File: src/design/pmw_params.svh
// Constants for the power-state and wake control block.
// Assumes it is included by the package and the design modules.
//
// Behaviour
// Wake sources are a detected wake frame and a link-down event.
// Wake frame raises status only when its enable bit is set.
// Software enables link-down wake in the external PHY interrupt mask.
// Wake events are watched only in low-power states.
// Power control/status register at config offset E0h, bits 23..0.
// Wake request low while status bit 15 and enable bit 8 are set.
// Wake request needs no synchronisation to the PCI clock.
// Clearing status or enable releases the wake request.
// Status and enable bits survive PCI bus reset.
// Status and enable cleared only at power-up, kept on aux power.
// Wake pin is open-drain, never driven low unless asserting.
// Software selects D0..D3; power-up forces D0.
// Power state retained through PCI power loss on aux power. The code forces D0 when PCI power returns with control bit 22 set.
// D0 is operational without scanning; pending wake stays asserted.
// D1, D2 and D3hot behave the same.
// Entering low power sets power-down bit 3 of control at 0Ch.
// Config accesses still accepted in low power with PCI clock.
// Low power refuses I/O and memory, disables mastering and interrupts. The code still accepts I/O writes to general control at 0Ch.
// Low power with PCI power keeps scanning and keeps state.
// Bits 15:14 of link config at 38h equal 11b gate transmit clock.
// Aux-powered state acts as low power but config is unreachable.
// Unpowered state does no scanning and no transactions. The code keeps cfgAccessOk high there, so config writes land.
// Control bits 21:20 choose PCI reset effect on power state.
// Power-on loads state 00b and clears status and enable.
// State codes D0=00b, D1=01b, D2=10b, D3=11b.
// Software must idle the network before entering low power.
`ifndef PMW_PARAMS_SVH
`define PMW_PARAMS_SVH

`define PMW_OFS_GEN_CTRL   8'h0C
`define PMW_OFS_LINK_CFG   8'h38
`define PMW_OFS_PM_CSR     8'hE0

`define PMW_CSR_STATE_LO   0
`define PMW_CSR_ENABLE     8
`define PMW_CSR_STATUS     15
`define PMW_CSR_MASK       24'h00_8103

`define PMW_GC_POWER_DOWN  3
`define PMW_GC_CLK_RESTORE 16
`define PMW_GC_RST_IGNORE  17
`define PMW_GC_FRAME_EN    18
`define PMW_GC_WAKE_INT    19
`define PMW_GC_RST_SEL_LO  20
`define PMW_GC_AUX_MODE    22
`define PMW_GC_RESET       32'h0000_0000

`define PMW_LC_TXOFF_LO    14
`define PMW_LC_RESET       32'h0000_0000

`define PMW_SYNC_STAGES    3

`endif

File: src/design/pmw_pkg.sv
// Types shared by the power-state and wake control block.
// Assumes pmw_params.svh sits in the include path.
`include "pmw_params.svh"

package pmw_pkg;

  typedef enum logic [1:0] {
    PMW_D0 = 2'h0,
    PMW_D1 = 2'h1,
    PMW_D2 = 2'h2,
    PMW_D3 = 2'h3
  } pmw_dstate_e;

  typedef enum logic [1:0] {
    PMW_RST_ON_ASSERT  = 2'h0,
    PMW_RST_ON_RELEASE = 2'h1,
    PMW_RST_NONE       = 2'h2,
    PMW_RST_NONE2      = 2'h3
  } pmw_rstsel_e;

  // Register access from the configuration and I/O target
  typedef struct packed {
    logic        cfgWrite;
    logic        ioWrite;
    logic [7:0]  addr;
    logic [31:0] wdata;
  } pmw_access_s;

  // Gating outputs toward the rest of the controller
  typedef struct packed {
    logic sysClkOff;
    logic txClkOff;
    logic ioMemRefuse;
    logic masterOff;
    logic intOff;
    logic scanEnable;
  } pmw_gate_s;

endpackage : pmw_pkg

File: src/design/pmw_sync.sv
// Three-stage synchroniser bank for asynchronous pin inputs.
// Assumes one clock; output changes once stages two and three agree.
`timescale 1ns/1ns
`default_nettype none

`include "pmw_params.svh"

module pmw_sync #(
  parameter int WIDTH = 1
) (
  input  wire logic             mclk,
  input  wire logic             rst_n,
  input  wire logic             clkEn,
  input  wire logic [WIDTH-1:0] asyncIn,
  output var  logic [WIDTH-1:0] syncOut
);

  genvar i;
  generate
    for (i = 0; i < WIDTH; i++) begin : g_bit
      logic [`PMW_SYNC_STAGES-1:0] stage;
      always_ff @(posedge mclk) begin
        if (!rst_n) begin
          stage      <= '0;
          syncOut[i] <= 1'b0;
        end else if (clkEn) begin
          stage <= {stage[`PMW_SYNC_STAGES-2:0], asyncIn[i]};
          // Only the second and third stages are compared
          if (stage[1] == stage[2]) begin
            syncOut[i] <= stage[2];
          end
        end
      end
    end
  endgenerate

endmodule : pmw_sync

`default_nettype wire

File: src/design/pmw_power_wake.sv
// Power state, wake status and wake request control.
// Assumes rst_n is the power-on reset, pins are asynchronous and the
// register target delivers one-cycle write strobes on mclk.
`timescale 1ns/1ns
`default_nettype none

`include "pmw_params.svh"

module pmw_power_wake
  import pmw_pkg::*;
(
  input  wire logic        mclk,
  input  wire logic        rst_n,
  input  wire logic        clkEn,
  input  wire pmw_access_s access,
  input  wire logic        pciResetPin_n,
  input  wire logic        pciPowerGoodPin,
  input  wire logic        auxPowerPresent,
  input  wire logic        wakeFrameSeen,
  input  wire logic        linkDownIrq,
  output var  logic [23:0] power_mgmt_ctrl_status,
  output var  logic [31:0] general_control,
  output var  logic [31:0] phy_link_configuration,
  output logic             wake_request_n_o,
  output logic             wake_request_n_oe,
  output logic             cfgAccessOk,
  output logic             wakeInterrupt,
  output var  pmw_gate_s   gate
);

  // ==========================================================
  // Pin synchronisation
  // ==========================================================
  logic [2:0] pinSync;
  logic       pciReset;
  logic       pciPowerGood;
  logic       linkDown;
  logic       pciResetDly;
  logic       pciPowerDly;

  pmw_sync #(.WIDTH(3)) u_sync (
    .mclk    (mclk),
    .rst_n   (rst_n),
    .clkEn   (clkEn),
    .asyncIn ({linkDownIrq, ~pciResetPin_n, pciPowerGoodPin}),
    .syncOut (pinSync)
  );

  assign pciReset     = pinSync[1];
  assign pciPowerGood = pinSync[0];
  // PHY interrupt comes from a pin, so a pulse shorter than two clocks is lost
  assign linkDown     = pinSync[2];

  // ==========================================================
  // Decode
  // ==========================================================
  logic        csrWrite;
  logic        gcWrite;
  logic        lcWrite;
  pmw_dstate_e dState;
  pmw_rstsel_e rstSel;
  logic        lowPower;
  logic        auxMode;
  logic        rstIgnore;
  logic        resetAssertEdge;
  logic        resetReleaseEdge;
  logic        powerReturnEdge;
  logic        forceD0;
  logic        wakeStatus;
  logic        wakeEnable;
  logic        wakeEvent;
  logic        wakeActive;
  logic        noPciPower;
  logic        scanOn;

  assign csrWrite  = access.cfgWrite && access.addr == `PMW_OFS_PM_CSR
                     && cfgAccessOk;
  assign gcWrite   = access.ioWrite && access.addr == `PMW_OFS_GEN_CTRL;
  assign lcWrite   = access.ioWrite && access.addr == `PMW_OFS_LINK_CFG
                     && !lowPower;

  assign dState    = pmw_dstate_e'(power_mgmt_ctrl_status[`PMW_CSR_STATE_LO +: 2]);
  assign rstSel    = pmw_rstsel_e'(general_control[`PMW_GC_RST_SEL_LO +: 2]);
  assign auxMode   = general_control[`PMW_GC_AUX_MODE];
  assign rstIgnore = general_control[`PMW_GC_RST_IGNORE];
  assign lowPower  = dState != PMW_D0;
  assign noPciPower = !pciPowerGood;

  assign wakeStatus = power_mgmt_ctrl_status[`PMW_CSR_STATUS];
  assign wakeEnable = power_mgmt_ctrl_status[`PMW_CSR_ENABLE];

  assign resetAssertEdge  = pciReset && !pciResetDly && !rstIgnore;
  assign resetReleaseEdge = !pciReset && pciResetDly && !rstIgnore;
  assign powerReturnEdge  = auxMode && pciPowerGood && !pciPowerDly;

  // Reset selection of D0, or PCI power coming back in the aux mode
  always_comb begin
    case (rstSel)
      PMW_RST_ON_ASSERT:  forceD0 = resetAssertEdge;
      PMW_RST_ON_RELEASE: forceD0 = resetReleaseEdge;
      PMW_RST_NONE:       forceD0 = 1'b0;
      default:            forceD0 = 1'b0;
    endcase
  end

  // Scanning only in low power, and never with neither PCI nor aux power
  assign scanOn    = lowPower && (!noPciPower || auxPowerPresent);
  assign wakeEvent = scanOn
                     && ((wakeFrameSeen && general_control[`PMW_GC_FRAME_EN])
                         || linkDown);

  // ==========================================================
  // Power management control/status register
  // ==========================================================
  logic [23:0] next_csr;
  logic        next_status;

  // An event in the same cycle as a write-one-clear keeps the bit set
  assign next_status = wakeEvent
                       || (wakeStatus && !(csrWrite && access.wdata[`PMW_CSR_STATUS]));

  always_comb begin
    next_csr = power_mgmt_ctrl_status;
    if (csrWrite) begin
      next_csr[`PMW_CSR_STATE_LO +: 2] = access.wdata[`PMW_CSR_STATE_LO +: 2];
      next_csr[`PMW_CSR_ENABLE]        = access.wdata[`PMW_CSR_ENABLE];
    end
    if (forceD0 || powerReturnEdge) begin
      next_csr[`PMW_CSR_STATE_LO +: 2] = 2'h0;
    end
    next_csr[`PMW_CSR_STATUS] = next_status;
    next_csr = next_csr & `PMW_CSR_MASK;
  end

  // Only power-on reset clears it; PCI reset and power loss keep status and enable
  always_ff @(posedge mclk) begin
    if (!rst_n) begin
      power_mgmt_ctrl_status <= 24'h00_0000;
    end else if (clkEn) begin
      power_mgmt_ctrl_status <= next_csr;
    end
  end

  // ==========================================================
  // General control and link configuration
  // ==========================================================
  logic [31:0] next_gc;
  logic        enterLow;
  logic        prevLow;

  assign enterLow = lowPower && !prevLow;

  always_comb begin
    next_gc = general_control;
    // Stays writable in low power so software can clear power-down again
    if (gcWrite) begin
      next_gc = access.wdata;
    end
    if (enterLow) begin
      next_gc[`PMW_GC_POWER_DOWN] = 1'b1;
    end
  end

  always_ff @(posedge mclk) begin
    if (!rst_n) begin
      general_control        <= `PMW_GC_RESET;
      phy_link_configuration <= `PMW_LC_RESET;
      prevLow                <= 1'b0;
      pciResetDly            <= 1'b0;
      pciPowerDly            <= 1'b0;
    end else if (clkEn) begin
      general_control <= next_gc;
      if (lcWrite) begin
        phy_link_configuration <= access.wdata;
      end
      prevLow     <= lowPower;
      pciResetDly <= pciReset;
      pciPowerDly <= pciPowerGood;
    end
  end

  // ==========================================================
  // Gating and wake pin
  // ==========================================================
  assign wakeActive = wakeStatus && wakeEnable;

  // Combinational from the register bits, no PCI clock involved
  assign wake_request_n_o  = 1'b0;
  assign wake_request_n_oe = wakeActive;

  // Config space needs PCI clock; absent without PCI power while aux power is present
  assign cfgAccessOk = pciPowerGood || !auxPowerPresent;

  assign wakeInterrupt = wakeActive && general_control[`PMW_GC_WAKE_INT];

  assign gate.sysClkOff   = general_control[`PMW_GC_POWER_DOWN]
                            && !general_control[`PMW_GC_CLK_RESTORE];
  assign gate.txClkOff    = &phy_link_configuration[`PMW_LC_TXOFF_LO +: 2];
  assign gate.ioMemRefuse = lowPower;
  assign gate.masterOff   = lowPower;
  assign gate.intOff      = lowPower;
  assign gate.scanEnable  = scanOn;

endmodule : pmw_power_wake

`default_nettype wire

File: config.mk
export PLATFORM = sky130hd
export DESIGN_NAME = pmw_power_wake
export DESIGN_NICKNAME = d
export VERILOG_FILES = /design/src/design/pmw_pkg.sv /design/src/design/pmw_sync.sv /design/src/design/pmw_power_wake.sv
export VERILOG_INCLUDE_DIRS = /design/src /design/src/design
export SDC_FILE = /design/constraint.sdc
export NUM_CORES = 1
export LEC_CHECK = 0
export ABC_AREA = 1
export BUFFER_PORTS_ARGS = -buffer_cell sky130_fd_sc_hd__buf_2
export CORE_MARGIN = 8
export CORE_UTILIZATION = 35
export DETAILED_ROUTE_END_ITERATION = 6
export PLACE_DENSITY_LB_ADDON = 0.3
export SLEW_MARGIN = 40
export SYNTH_ARGS = -nofsm -noshare
export SYNTH_HDL_FRONTEND = slang
export SYNTH_SLANG_ARGS = --single-unit
File: constraint.sdc
create_clock -name mclk -period 2 [get_ports mclk]
set_input_delay 0.2 -clock mclk [delete_from_list [all_inputs] [get_ports mclk]]
set_output_delay 0.2 -clock mclk [all_outputs]
set_load 0.05 [all_outputs]
# ---- Word-level counts from Yosys, hierarchy flattened
# Index checks and enable logic that the tools add are counted.
# Widths: inputs -> output; s select.
dict set report word_totals {
  regBits 83
  input_bits 50
  out_inout_bits 98
  wordCells 75
}
dict set report op_classes {
  n_eq_ne 7
  muxes 5
  bitwise 1
  n_reduce_logical 47
}
# operator n
set ops {}
lappend ops {{$logic_and 1x1->1} 20}
lappend ops {{$reduce_and 2->1} 9}
lappend ops {{$logic_not 1->1} 9}
lappend ops {{$eq 8x4->1 const B} 1}
lappend ops {{$eq 8x6->1 const B} 1}
lappend ops {{$eq 8x8->1 const B} 1}
lappend ops {{$reduce_bool 2->1} 3}
lappend ops {{$logic_or 1x1->1} 5}
lappend ops {{$mux 2} 2}
lappend ops {{$mux 4} 1}
lappend ops {{$eq 1x1->1} 3}
lappend ops {{$eq 2x1->1 const B} 1}
lappend ops {{$logic_not 2->1} 1}
lappend ops {{$pmux 1 s2} 1}
lappend ops {{$mux 1} 1}
lappend ops {{$not 1->1} 1}

# ---- Depth between registers and ports, before layout
# Gate-level depths: netlist of run 1.
dict set report depth {
  depth_word 7
  ltp_mapped 8
  mapped_depth_nobuf 8
}

# ---- By module
# Synthesis of run 1 repeated with hierarchy kept, for this count alone.
dict set report unflattened {
  hier_cells 450
  hier_area_um2 3387.0
}
# mod n_inst cells_each area_per_inst_um2 seq_area_each_um2
set modules_own_cells {}
lappend modules_own_cells {pmw_power_wake 1 391 2924.1 1421.4}
lappend modules_own_cells {pmw_sync 1 59 462.9 240.2}

# ---- Least setup slack after synthesis of run 1
# Ideal clock, no wire load.
dict set report synth_path {
  path_type {reg-to-output}
  start {reg power_mgmt_ctrl_status[8]}
  end {out wakeInterrupt}
  t_arrival_ps 1428
  t_required_ps 1800
  setup_slack_ps 372
  path_stages_with_launch 3
  n_path_buf 0
  cell_sequence {dfxtp_1 -> nand2_1 -> nor2_1}
}
dict set report synth_via {
  elab_chain_cells 2
}
# element line
set synth_lines {}
lappend synth_lines {{from (decl)} pmw_power_wake.sv:21} ;# output var logic [23:0] power_mgmt_ctrl_status,
lappend synth_lines {{from (signal assigned)} pmw_power_wake.sv:140} ;# power_mgmt_ctrl_status <= next_csr;
lappend synth_lines {{$logic_and 1x1->1} pmw_power_wake.sv:185} ;# assign wakeActive = wakeStatus && wakeEnable;
lappend synth_lines {{$logic_and 1x1->1} pmw_power_wake.sv:194} ;# assign wakeInterrupt = wakeActive && general_control[`PMW_GC_WAKE_INT];
lappend synth_lines {{to (decl)} pmw_power_wake.sv:27} ;# output logic wakeInterrupt,
# Every way passes these cells.

# ---- Final worst setup path of run 1
dict set report layout_path {
  start {reg power_mgmt_ctrl_status[1]}
  end {reg phy_link_configuration[20]}
}
dict set report layout_via {
  elab_chain_cells 4
}
# element line
set layout_lines {}
lappend layout_lines {{$reduce_bool 2->1} pmw_power_wake.sv:86} ;# assign lowPower = dState != PMW_D0;
lappend layout_lines {{$logic_not 1->1} pmw_power_wake.sv:80} ;# && !lowPower;
lappend layout_lines {{$logic_and 1x1->1} pmw_power_wake.sv:79} ;# assign lcWrite = access.ioWrite && access.addr == `PMW_OFS_LINK_CFG
lappend layout_lines {{$reduce_and 2->1 (no source line)} n/a}
lappend layout_lines {{to (signal assigned)} pmw_power_wake.sv:167} ;# phy_link_configuration <= `PMW_LC_RESET;
lappend layout_lines {{to (signal assigned)} pmw_power_wake.sv:174} ;# phy_link_configuration <= access.wdata;
lappend layout_lines {{to (decl)} pmw_power_wake.sv:23} ;# output var logic [31:0] phy_link_configuration,
# Every way passes these cells.
# A chain may end at the register's enable or synchronous reset.

==> results.txt, run 1 <==
outcome = completed
Detailed Route WL = 9160 µm
largest net degree at the start of global routing = 36
startpoint types = register
share of cells above drive strength 1 = 27.9%
Die W = 114 µm
post-CTS setup buffer count = 0
die area = 13000 µm²
post_cts resized = 0
Logic pwr share = 8.2%
highest clock rate = 623 MHz
Slew Limit Fails = 0
WHS Path Cells = 2
Most common cell on crit path = nor2_1
minimum setup slack after placement = 0.375 ns
multi-input logic area = 1270 µm²
Via density = 4.35
core area = 9550 µm²
Clock Skews = 0.0118 ns
Final period util = 80.3%
Worst VDD drop = 322 µV
Worst setup EP type = register
Switching Fraction = 24.4%
Finished Layout Cells = 699
Post-Place Cells = 683
RSZ-0062 raised after global routing = false
DP HPWL = 7090 µm
post-route minimum period = 1.61 ns
clk_lat worst skew = 0.34 ns
slowest stage delay, CP = 0.34 ns
routability-driven placement congestion ratio = 0.754
H-tree depth = 3
commonest non-fill, non-tap cell in the layout = buf_2
sequential fraction of the synthesis area = 49.3%
Seq pwr share = 51.2%
Mapped Cells = 444
post-synth cell types = 23
CP Buf/Inv Count = 2
Syn Area/Cell = 7.60 µm²
sw power = 797 µW
Rows = 36
Setup crit end = phy_link_configuration[20]
# IOs = 148
flops & latches, synth = 83
Final WS setup = 0.395 ns
clk sink count = 83
Clock power frac = 40.7%
Final setup violation count = 0
CP required = 2.23 ns
Worst Path Arrival = 1.83 ns
WL/cell = 13.1 µm
Yosys Warn Count = 0
reg2reg start = power_mgmt_ctrl_status[1]
flop-to-flop setup slack = 0.39 ns
design internal power = 2470 µW
Reg2Reg Depth = 7
crit-path cells = nor2_2 > inv_1 > nor2_1 > nand2_2 > buf_4 > o21ai_0 > nor2_1
CTS tree = done
Antenna diodes = 0
vias in the first global route = 2892
commonest cells after routing, fill and taps aside = buf_2, nor2_1, dfxtp_1
Initial Util = 35.3%
initial antenna violation count = 0
synthesized cell area = 3370 µm²
nets = 611
PD cells = 775 nW/µm²
worst hold slack = 0.0297 ns
Crit Path Category = register to register
total CTS buffers = 9
DR DRC count = 0
overall global routing resource usage = 13.9%
cell count along the critical path = 7
Fill cells = 991
clock buffer depth = 2
class of the worst hold path = input port to register
FF/Latch Area = 1660 µm²
Antenna Nets Post-Route = 0
final hold violation count = 0
Chip Height = 114 µm
Vias = 3040
Crit path max-delay family = simple AND/OR/NAND/NOR gates
Layout Utilization = 44.2%
Clock transition at path regs = 0.08 ns
total grt overflow = 0
CTS root buf = clkbuf_8
Reg-to-Reg End = phy_link_configuration[20]
total iterations of the first detailed-routing run = 4
initial drt markers = 115
Area growth syn-to-layout = 25.0%
crit-path max FO = 20
Static Leak = 0.00211 µW
hold buffer count at cts = 0
max-capacitance violation count = 0
first-pass GRT wire length = 14400 µm
setup TNS = 0 ns
input/output buffers = 126
Crit-path slowest cell = dfxtp_1
worst setup path startpoint = power_mgmt_ctrl_status[1]
-- kinds of logic after synthesis --
group / Yosys count / share of synthesized area (%)
buf+inv: 98 / 15.3
simple gates: 137 / 16.7
flops: 83 / 49.3
compound gates: 125 / 18.6
other cells: 1 / 0.111
-- worst min path at each step --
stage | from | to
2_1_floorplan | pciResetPin_n | u_sync.g_bit[1].stage[0]
3_3_place_gp | pciResetPin_n | u_sync.g_bit[1].stage[0]
3_5_place_dp | pciResetPin_n | u_sync.g_bit[1].stage[0]
4_1_cts | pciResetPin_n | u_sync.g_bit[1].stage[0]
5_1_grt | pciResetPin_n | u_sync.g_bit[1].stage[0]
6_report | pciResetPin_n | u_sync.g_bit[1].stage[0]
-- synthesized netlist by cell type (all sizes together) --
master | count | area [µm²]
o211ai | 1 | 7.51
a21oi | 44 | 220
inv | 50 | 188
conb | 1 | 3.75
nor2 | 97 | 377
nand3b | 1 | 7.51
clkbuf | 11 | 41.3
buf | 37 | 287
nand3 | 8 | 52.6
nand2 | 27 | 106
nand4 | 1 | 6.26
o21ai | 80 | 400
nor3 | 3 | 15.0
dfxtp | 83 | 1660
-- metrics by stage --
stage | cell area (µm²) | power, µW
finish | 4220 | 3270
global route | 4220 | 3420
CTS | 4220 | 3320
detailed placement | 3990 | 1980
global placement | 3990 | 1970
floorplan | 3450 | 1920
-- registers in the layout (all words and copies together) (netlist names) --
| register | cells |
|---|---|
| general_control | 32 |
| prevLow | 1 |
| phy_link_configuration | 32 |
| pciResetDly | 1 |
| pciPowerDly | 1 |
| u_sync.g_bit.stage | 9 |
| u_sync.syncOut | 3 |
| power_mgmt_ctrl_status | 4 |
-- final cells by class --
type | instances | share of cell area [%]
multi-input cells | 283 | 30.1
flip-flops and latches | 83 | 39.4
inverters | 50 | 4.45
clock buffers | 10 | 3.26
repair buffers | 134 | 16.7
clock inverters | 6 | 2.11
well taps | 133 | 3.95
-- layer usage --
metal / wire [µm] / track usage (%) / up-vias
met2: 4520 / 23.9 / 78
met4: 95 / 4.88 / 0
li1: - / - / 1604
met1: 3930 / 15.9 / 1349
met3: 608 / 4.17 / 9
met5: 0 / 0 / -
-- power by group through the flow --
stage / Sequential (µW) / Combinational (µW) / Clock, µW
floorplan: 1720 / 207 / 0
global placement: 1710 / 263 / 0
detailed placement: 1710 / 265 / 0
CTS: 1670 / 266 / 1380
global route: 1680 / 292 / 1460
finish: 1670 / 267 / 1330
Note: power is estimated with default switching activity, not from simulation.
==> run 2: changes to the inputs <==
--- a/config.mk
+++ b/config.mk
@@ -6,7 +6,7 @@
 export SDC_FILE = /design/constraint.sdc
 export NUM_CORES = 1
 export LEC_CHECK = 0
-export ABC_AREA = 1
+export ABC_AREA = 0
 export BUFFER_PORTS_ARGS = -buffer_cell sky130_fd_sc_hd__buf_2
 export CORE_MARGIN = 8
 export CORE_UTILIZATION = 35
==> constraint.sdc (replaced) <==
create_clock -name mclk -period 1.7 [get_ports mclk]
set_input_delay 0.17 -clock mclk [delete_from_list [all_inputs] [get_ports mclk]]
set_output_delay 0.17 -clock mclk [all_outputs]
set_load 0.05 [all_outputs]
==> results.txt, run 2 <==
Die W = 114 µm
commonest cells in the netlist = dfxtp_1, nand2_1, mux2i_1
synthesized cell area = 3380 µm²
Mapped Cells = 365
Rows = 36
number of flops mapped to enable cells by yosys = 0
Crit Path Category = register to primary output
sequential fraction of the synthesis area = 49.2%
top cell type's share of synthesized area = 49.2%
Area growth syn-to-layout = 27.6%
overall global routing resource usage = 13.8%
total CTS buffers = 9
input/output buffers = 126
class of the worst hold path = input port to register
met1 GRT Util = 14.5%
first-pass GRT wire length = 14100 µm
highest clock rate = 616 MHz
Final setup violation count = 0
Worst setup EP type = primary output
initial antenna violation count = 0
Synth area leaders = dfxtp_1, mux2i_1, nand2_1, buf_4, nor2b_1
RSZ-0062 raised after global routing = false
post-route minimum period = 1.62 ns
flops & latches, synth = 83
final hold violation count = 0
commonest cells after routing, fill and taps aside = buf_2, dfxtp_1, nand2_1
GR peak layer = met2
crit-path max FO = 6
Slew Limit Fails = 0
post-synth cell types = 38
CTS root buf = clkbuf_8
share of cells above drive strength 1 = 33.5%
DR DRC count = 0
Chip Height = 114 µm
Static Leak = 0.00221 µW
FFs w/ async S/R, synth = 0%
commonest non-fill, non-tap cell in the layout = buf_2
largest net degree at the start of global routing = 31
Clock transition at path regs = 0.09 ns
count leader, synth = dfxtp_1
H-tree depth = 3
CTS tree = done
WL/cell = 14.6 µm
PD cells = 888 nW/µm²
clk sink count = 83
top flop regs = general_control x32, phy_link_configuration x32, u_sync.g_bit.stage x9
max-capacitance violation count = 0
startpoint types = register
clock buffer depth = 2
Layout Utilization = 44.9%
Post-Place Cells = 612
die area = 13100 µm²
Syn Area/Cell = 9.26 µm²
Finished Layout Cells = 629
total grt overflow = 0
nets = 541
total iterations of the first detailed-routing run = 4
# IOs = 148
DP HPWL = 7060 µm
Via density = 4.48
Detailed Route WL = 9170 µm
clk_lat worst skew = 0.35 ns
Initial Util = 35.2%
Clock Skews = 0.00870 ns
met3 Use GR = 8.02%
Final period util = 95.6%
Antenna Nets Post-Route = 0
vias in the first global route = 2824
Yosys top cell by area = dfxtp_1
Yosys Warn Count = 0
CP required = 1.53 ns
setup TNS = 0 ns
core area = 9590 µm²
Synth Flop Type = dfxtp_1
outcome = completed
Vias = 2815
routability-driven placement congestion ratio = 0.747
grt met2 use = 23.2%
initial drt markers = 120
Worst VDD drop = 640 µV
Antenna diodes = 0
Worst Path Arrival = 1.45 ns
## run 2: cell types whose count changed after synthesis, sizes merged, moves of 4 or more
cell    previous run  this run
inv               50         3
buf               37        33
o21ai             80         4
nand3              8         1
a21oi             44        32
a21boi             0         4
nor2b              0        28
mux2i              0        43
nor2              97        19
nand2             27        69
## run 2: path summary, 6_finish.rpt
path                             startpoint  cells past startpoint  slack (ns)                         to
hold / removal                  linkDownIrq                      3        0.06   u_sync.g_bit[2].stage[0]
setup / recovery  power_mgmt_ctrl_status[1]                      3        0.08                    gate[0]
setup reg to reg                pciResetDly                      4        0.09  power_mgmt_ctrl_status[1]
hold reg to reg         general_control[10]                      2        0.45        general_control[10]
## run 2: report_power, final
| group | internal [µW] | switching [µW] |
|---|---|---|
| clock network | 840 | 744 |
| registers | 1950 | 6.32 |
| logic | 87.1 | 200 |
| total | 2880 | 950 |
## run 2: repair_timing
item                                    CTS  global route
endpoints found under the setup margin    0             1
gates resized for setup                   0             2
endpoints found under the hold margin     1             0
hold buffers                              1             0
buffers inserted                          0             0
## run 2: metal layers
layer / vias up / wire (µm)
met5: - / 0
li1: 1415 / -
met4: 0 / 91
met2: 109 / 4200
met1: 1283 / 3800
met3: 8 / 1080
## run 2: area by class of cell
cell class              count  area [µm²]
clock buffers               9         124
clock inverters             7        98.8
fillers                   968        5280
inverters                   3        11.3
multi-input cells         254        1500
flip-flops and latches     83        1660
well taps                 133         166
repair buffers            140         753
## run 2: kinds of logic (layout without fill, tap and decap cells)
logic type             count (synthesis)  count (layout)  share of synthesized area, %
muxes                                 43              43                          12.7
and+or+nand+nor                      139             139                          20.1
AOI/OAI and AO/OA                     51              51                          9.03
other                                  1              21                         0.111
DFF                                   83              83                          49.2
buffers and inverters                 48             159                          8.81
## run 2: worst max-delay path, cell delays in order (launching register included)
cell and delay [ns]:
dfxtp_1 0.36, or2_2 0.37, o21a_1 0.17, buf_4 0.20
## run 2: metrics by stage
stage | hold WS [ns] | total power (µW) | area [µm²] | setup WS, ns
after global placement | 0.371 | 2290 | 4080 | 0.117
after floorplan | 0.269 | 2230 | 3460 | 0.0598
final | 0.0588 | 3830 | 4310 | 0.0753
after detailed placement | 0.377 | 2290 | 4080 | 0.103
after global routing | 0.0374 | 3990 | 4310 | 0.000305
after CTS | 0.0389 | 3880 | 4310 | 0.0359
==> run 3: changes to the inputs <==
--- a/config.mk
+++ b/config.mk
@@ -15,4 +15,5 @@
 export SLEW_MARGIN = 40
 export SYNTH_ARGS = -nofsm -noshare
 export SYNTH_HDL_FRONTEND = slang
+export SYNTH_HIERARCHICAL = 1
 export SYNTH_SLANG_ARGS = --single-unit
==> results.txt, run 3 <==
highest clock rate = 604 MHz
Die W = 115 µm
total CTS buffers = 9
total grt overflow = 0
vias in the first global route = 2843
Yosys top cell by area = dfxtp_1
startpoint types = register
core area = 9640 µm²
setup TNS = 0 ns
max-capacitance violation count = 0
largest net degree at the start of global routing = 45
Final setup violation count = 0
commonest cells after routing, fill and taps aside = buf_2, dfxtp_1, nand2_1
clk sink count = 83
number of flops mapped to enable cells by yosys = 0
Synth Flop Type = dfxtp_1
CP required = 1.93 ns
Clock transition at path regs = 0.08 ns
post-route minimum period = 1.65 ns
total iterations of the first detailed-routing run = 4
WL/cell = 14.4 µm
RSZ-0062 raised after global routing = false
outcome = completed
die area = 13200 µm²
clock buffer depth = 2
Via density = 4.54
flops & latches, synth = 83
Syn Area/Cell = 9.22 µm²
commonest cells in the netlist = dfxtp_1, nand2_1, mux2i_1
Reg2Reg Depth = 4
post-synth cell types = 39
Worst setup EP type = register
Area growth syn-to-layout = 25.3%
class of the worst hold path = input port to register
Initial Util = 35.4%
initial antenna violation count = 1
commonest non-fill, non-tap cell in the layout = buf_2
Fill cells = 1007
H-tree depth = 3
Mapped Cells = 370
final hold violation count = 0
top cell type's share of synthesized area = 48.7%
Worst VDD drop = 488 µV
CTS tree = done
Final period util = 97.3%
PD cells = 849 nW/µm²
sequential fraction of the synthesis area = 48.7%
area post-placement = 4080 µm²
WHS Path Cells = 3
DP HPWL = 6890 µm
initial drt markers = 84
Antenna Nets Post-Route = 0
count leader, synth = dfxtp_1
crit-path max FO = 3
top flop regs = general_control x32, phy_link_configuration x32, u_sync/g_bit.stage x9
overall global routing resource usage = 13.6%
Vias = 2867
nets = 543
# IOs = 148
CTS root buf = clkbuf_8
routability-driven placement congestion ratio = 0.738
DR DRC count = 0
Static Leak = 0.00217 µW
share of cells above drive strength 1 = 32.5%
Yosys Warn Count = 6
first-pass GRT wire length = 14200 µm
Detailed Route WL = 9110 µm
Chip Height = 115 µm
Clock Skews = 0.0103 ns
Crit Path Category = register to register
Worst Path Arrival = 1.88 ns
post-layout power = 3630 µW
clk_lat worst skew = 0.34 ns
input/output buffers = 126
design area = 4280 µm²
FFs w/ async S/R, synth = 0%
Slew Limit Fails = 0
post-CTS setup buffer count = 0
synthesized cell area = 3410 µm²
Synth area leaders = dfxtp_1, mux2i_1, nand2_1, buf_4, a21oi_1
Rows = 36
## run 3: changes by cell type in the layout (fill, tap and decap cells not counted), moves of 2 or more
cell and change:
nor2_1 +9, o32ai_1 +2, inv_6 -3, a21boi_0 -4
o21ai_0 -3, nor2b_1 -6, inv_1 +4, a21o_1 -2
clkbuf_1 +2, a21oi_1 +3
## run 3: path summary, 6_finish.rpt
path,from,to,slack (ns)
max,pciResetDly,power_mgmt_ctrl_status[1],0.05
min,access[23],general_control[23],0.07
max reg2reg,pciResetDly,power_mgmt_ctrl_status[1],0.05
min reg2reg,general_control[11],general_control[11],0.45
## run 3: routing by layer
metal	part of all wire, %	track usage (%)
met5	0.11	0
met1	42	15.7
met2	47	22.3
met3	9.6	4.94
met4	1.0	5.95
## run 3: worst max-delay path: stages, from the launching register on
cell and delay, ns:
dfxtp_2 0.33, or3b_4 0.41, a2111oi_4 0.34, and4b_4 0.25, a22o_1 0.22
## run 3: cell families after synthesis
kind of cell	synth area share [%]
other	0.110
AND/OR/NAND/NOR	19.8
multiplexers	12.9
flip-flops	48.7
AO/OA/AOI/OAI	8.87
buffers and inverters	9.64
## run 3: per-stage QoR
step                      setup slack (ns)  instances  hold WS, ns  utilization (%)
after floorplan                    0.00622        390        0.295                -
after global placement              0.0918        615        0.409             42.3
after detailed placement            0.0768        615        0.425             42.3
after CTS                           0.0488        631       0.0479             44.3
after global routing               0.00189        631       0.0593             44.3
final                               0.0453        632       0.0735             44.4
## run 3: cell type report
class / instances / area, µm² / area share [%]
sequential: 83 / 1660 / 38.9
multi-input combinational: 253 / 1500 / 35.0
timing repair buffer: 138 / 721 / 16.9
tap: 133 / 166 / 3.89
clock buffer: 12 / 145 / 3.39
clock inverter: 4 / 50.0 / 1.17
inverter: 8 / 30.0 / 0.702
antenna: 1 / 2.50 / 0.0585
## run 3: where the power goes
| group | switching [µW] | internal, µW |
|---|---|---|
| sequential | 5.99 | 1950 |
| clock | 670 | 718 |
| combinational | 203 | 81.2 |
| total | 879 | 2750 |
## run 3: repair_timing
item / 4_1_cts / 5_1_grt
hold buffers: 0 / 0
setup endpoints to repair: 0 / 1
resized for setup: 0 / 1
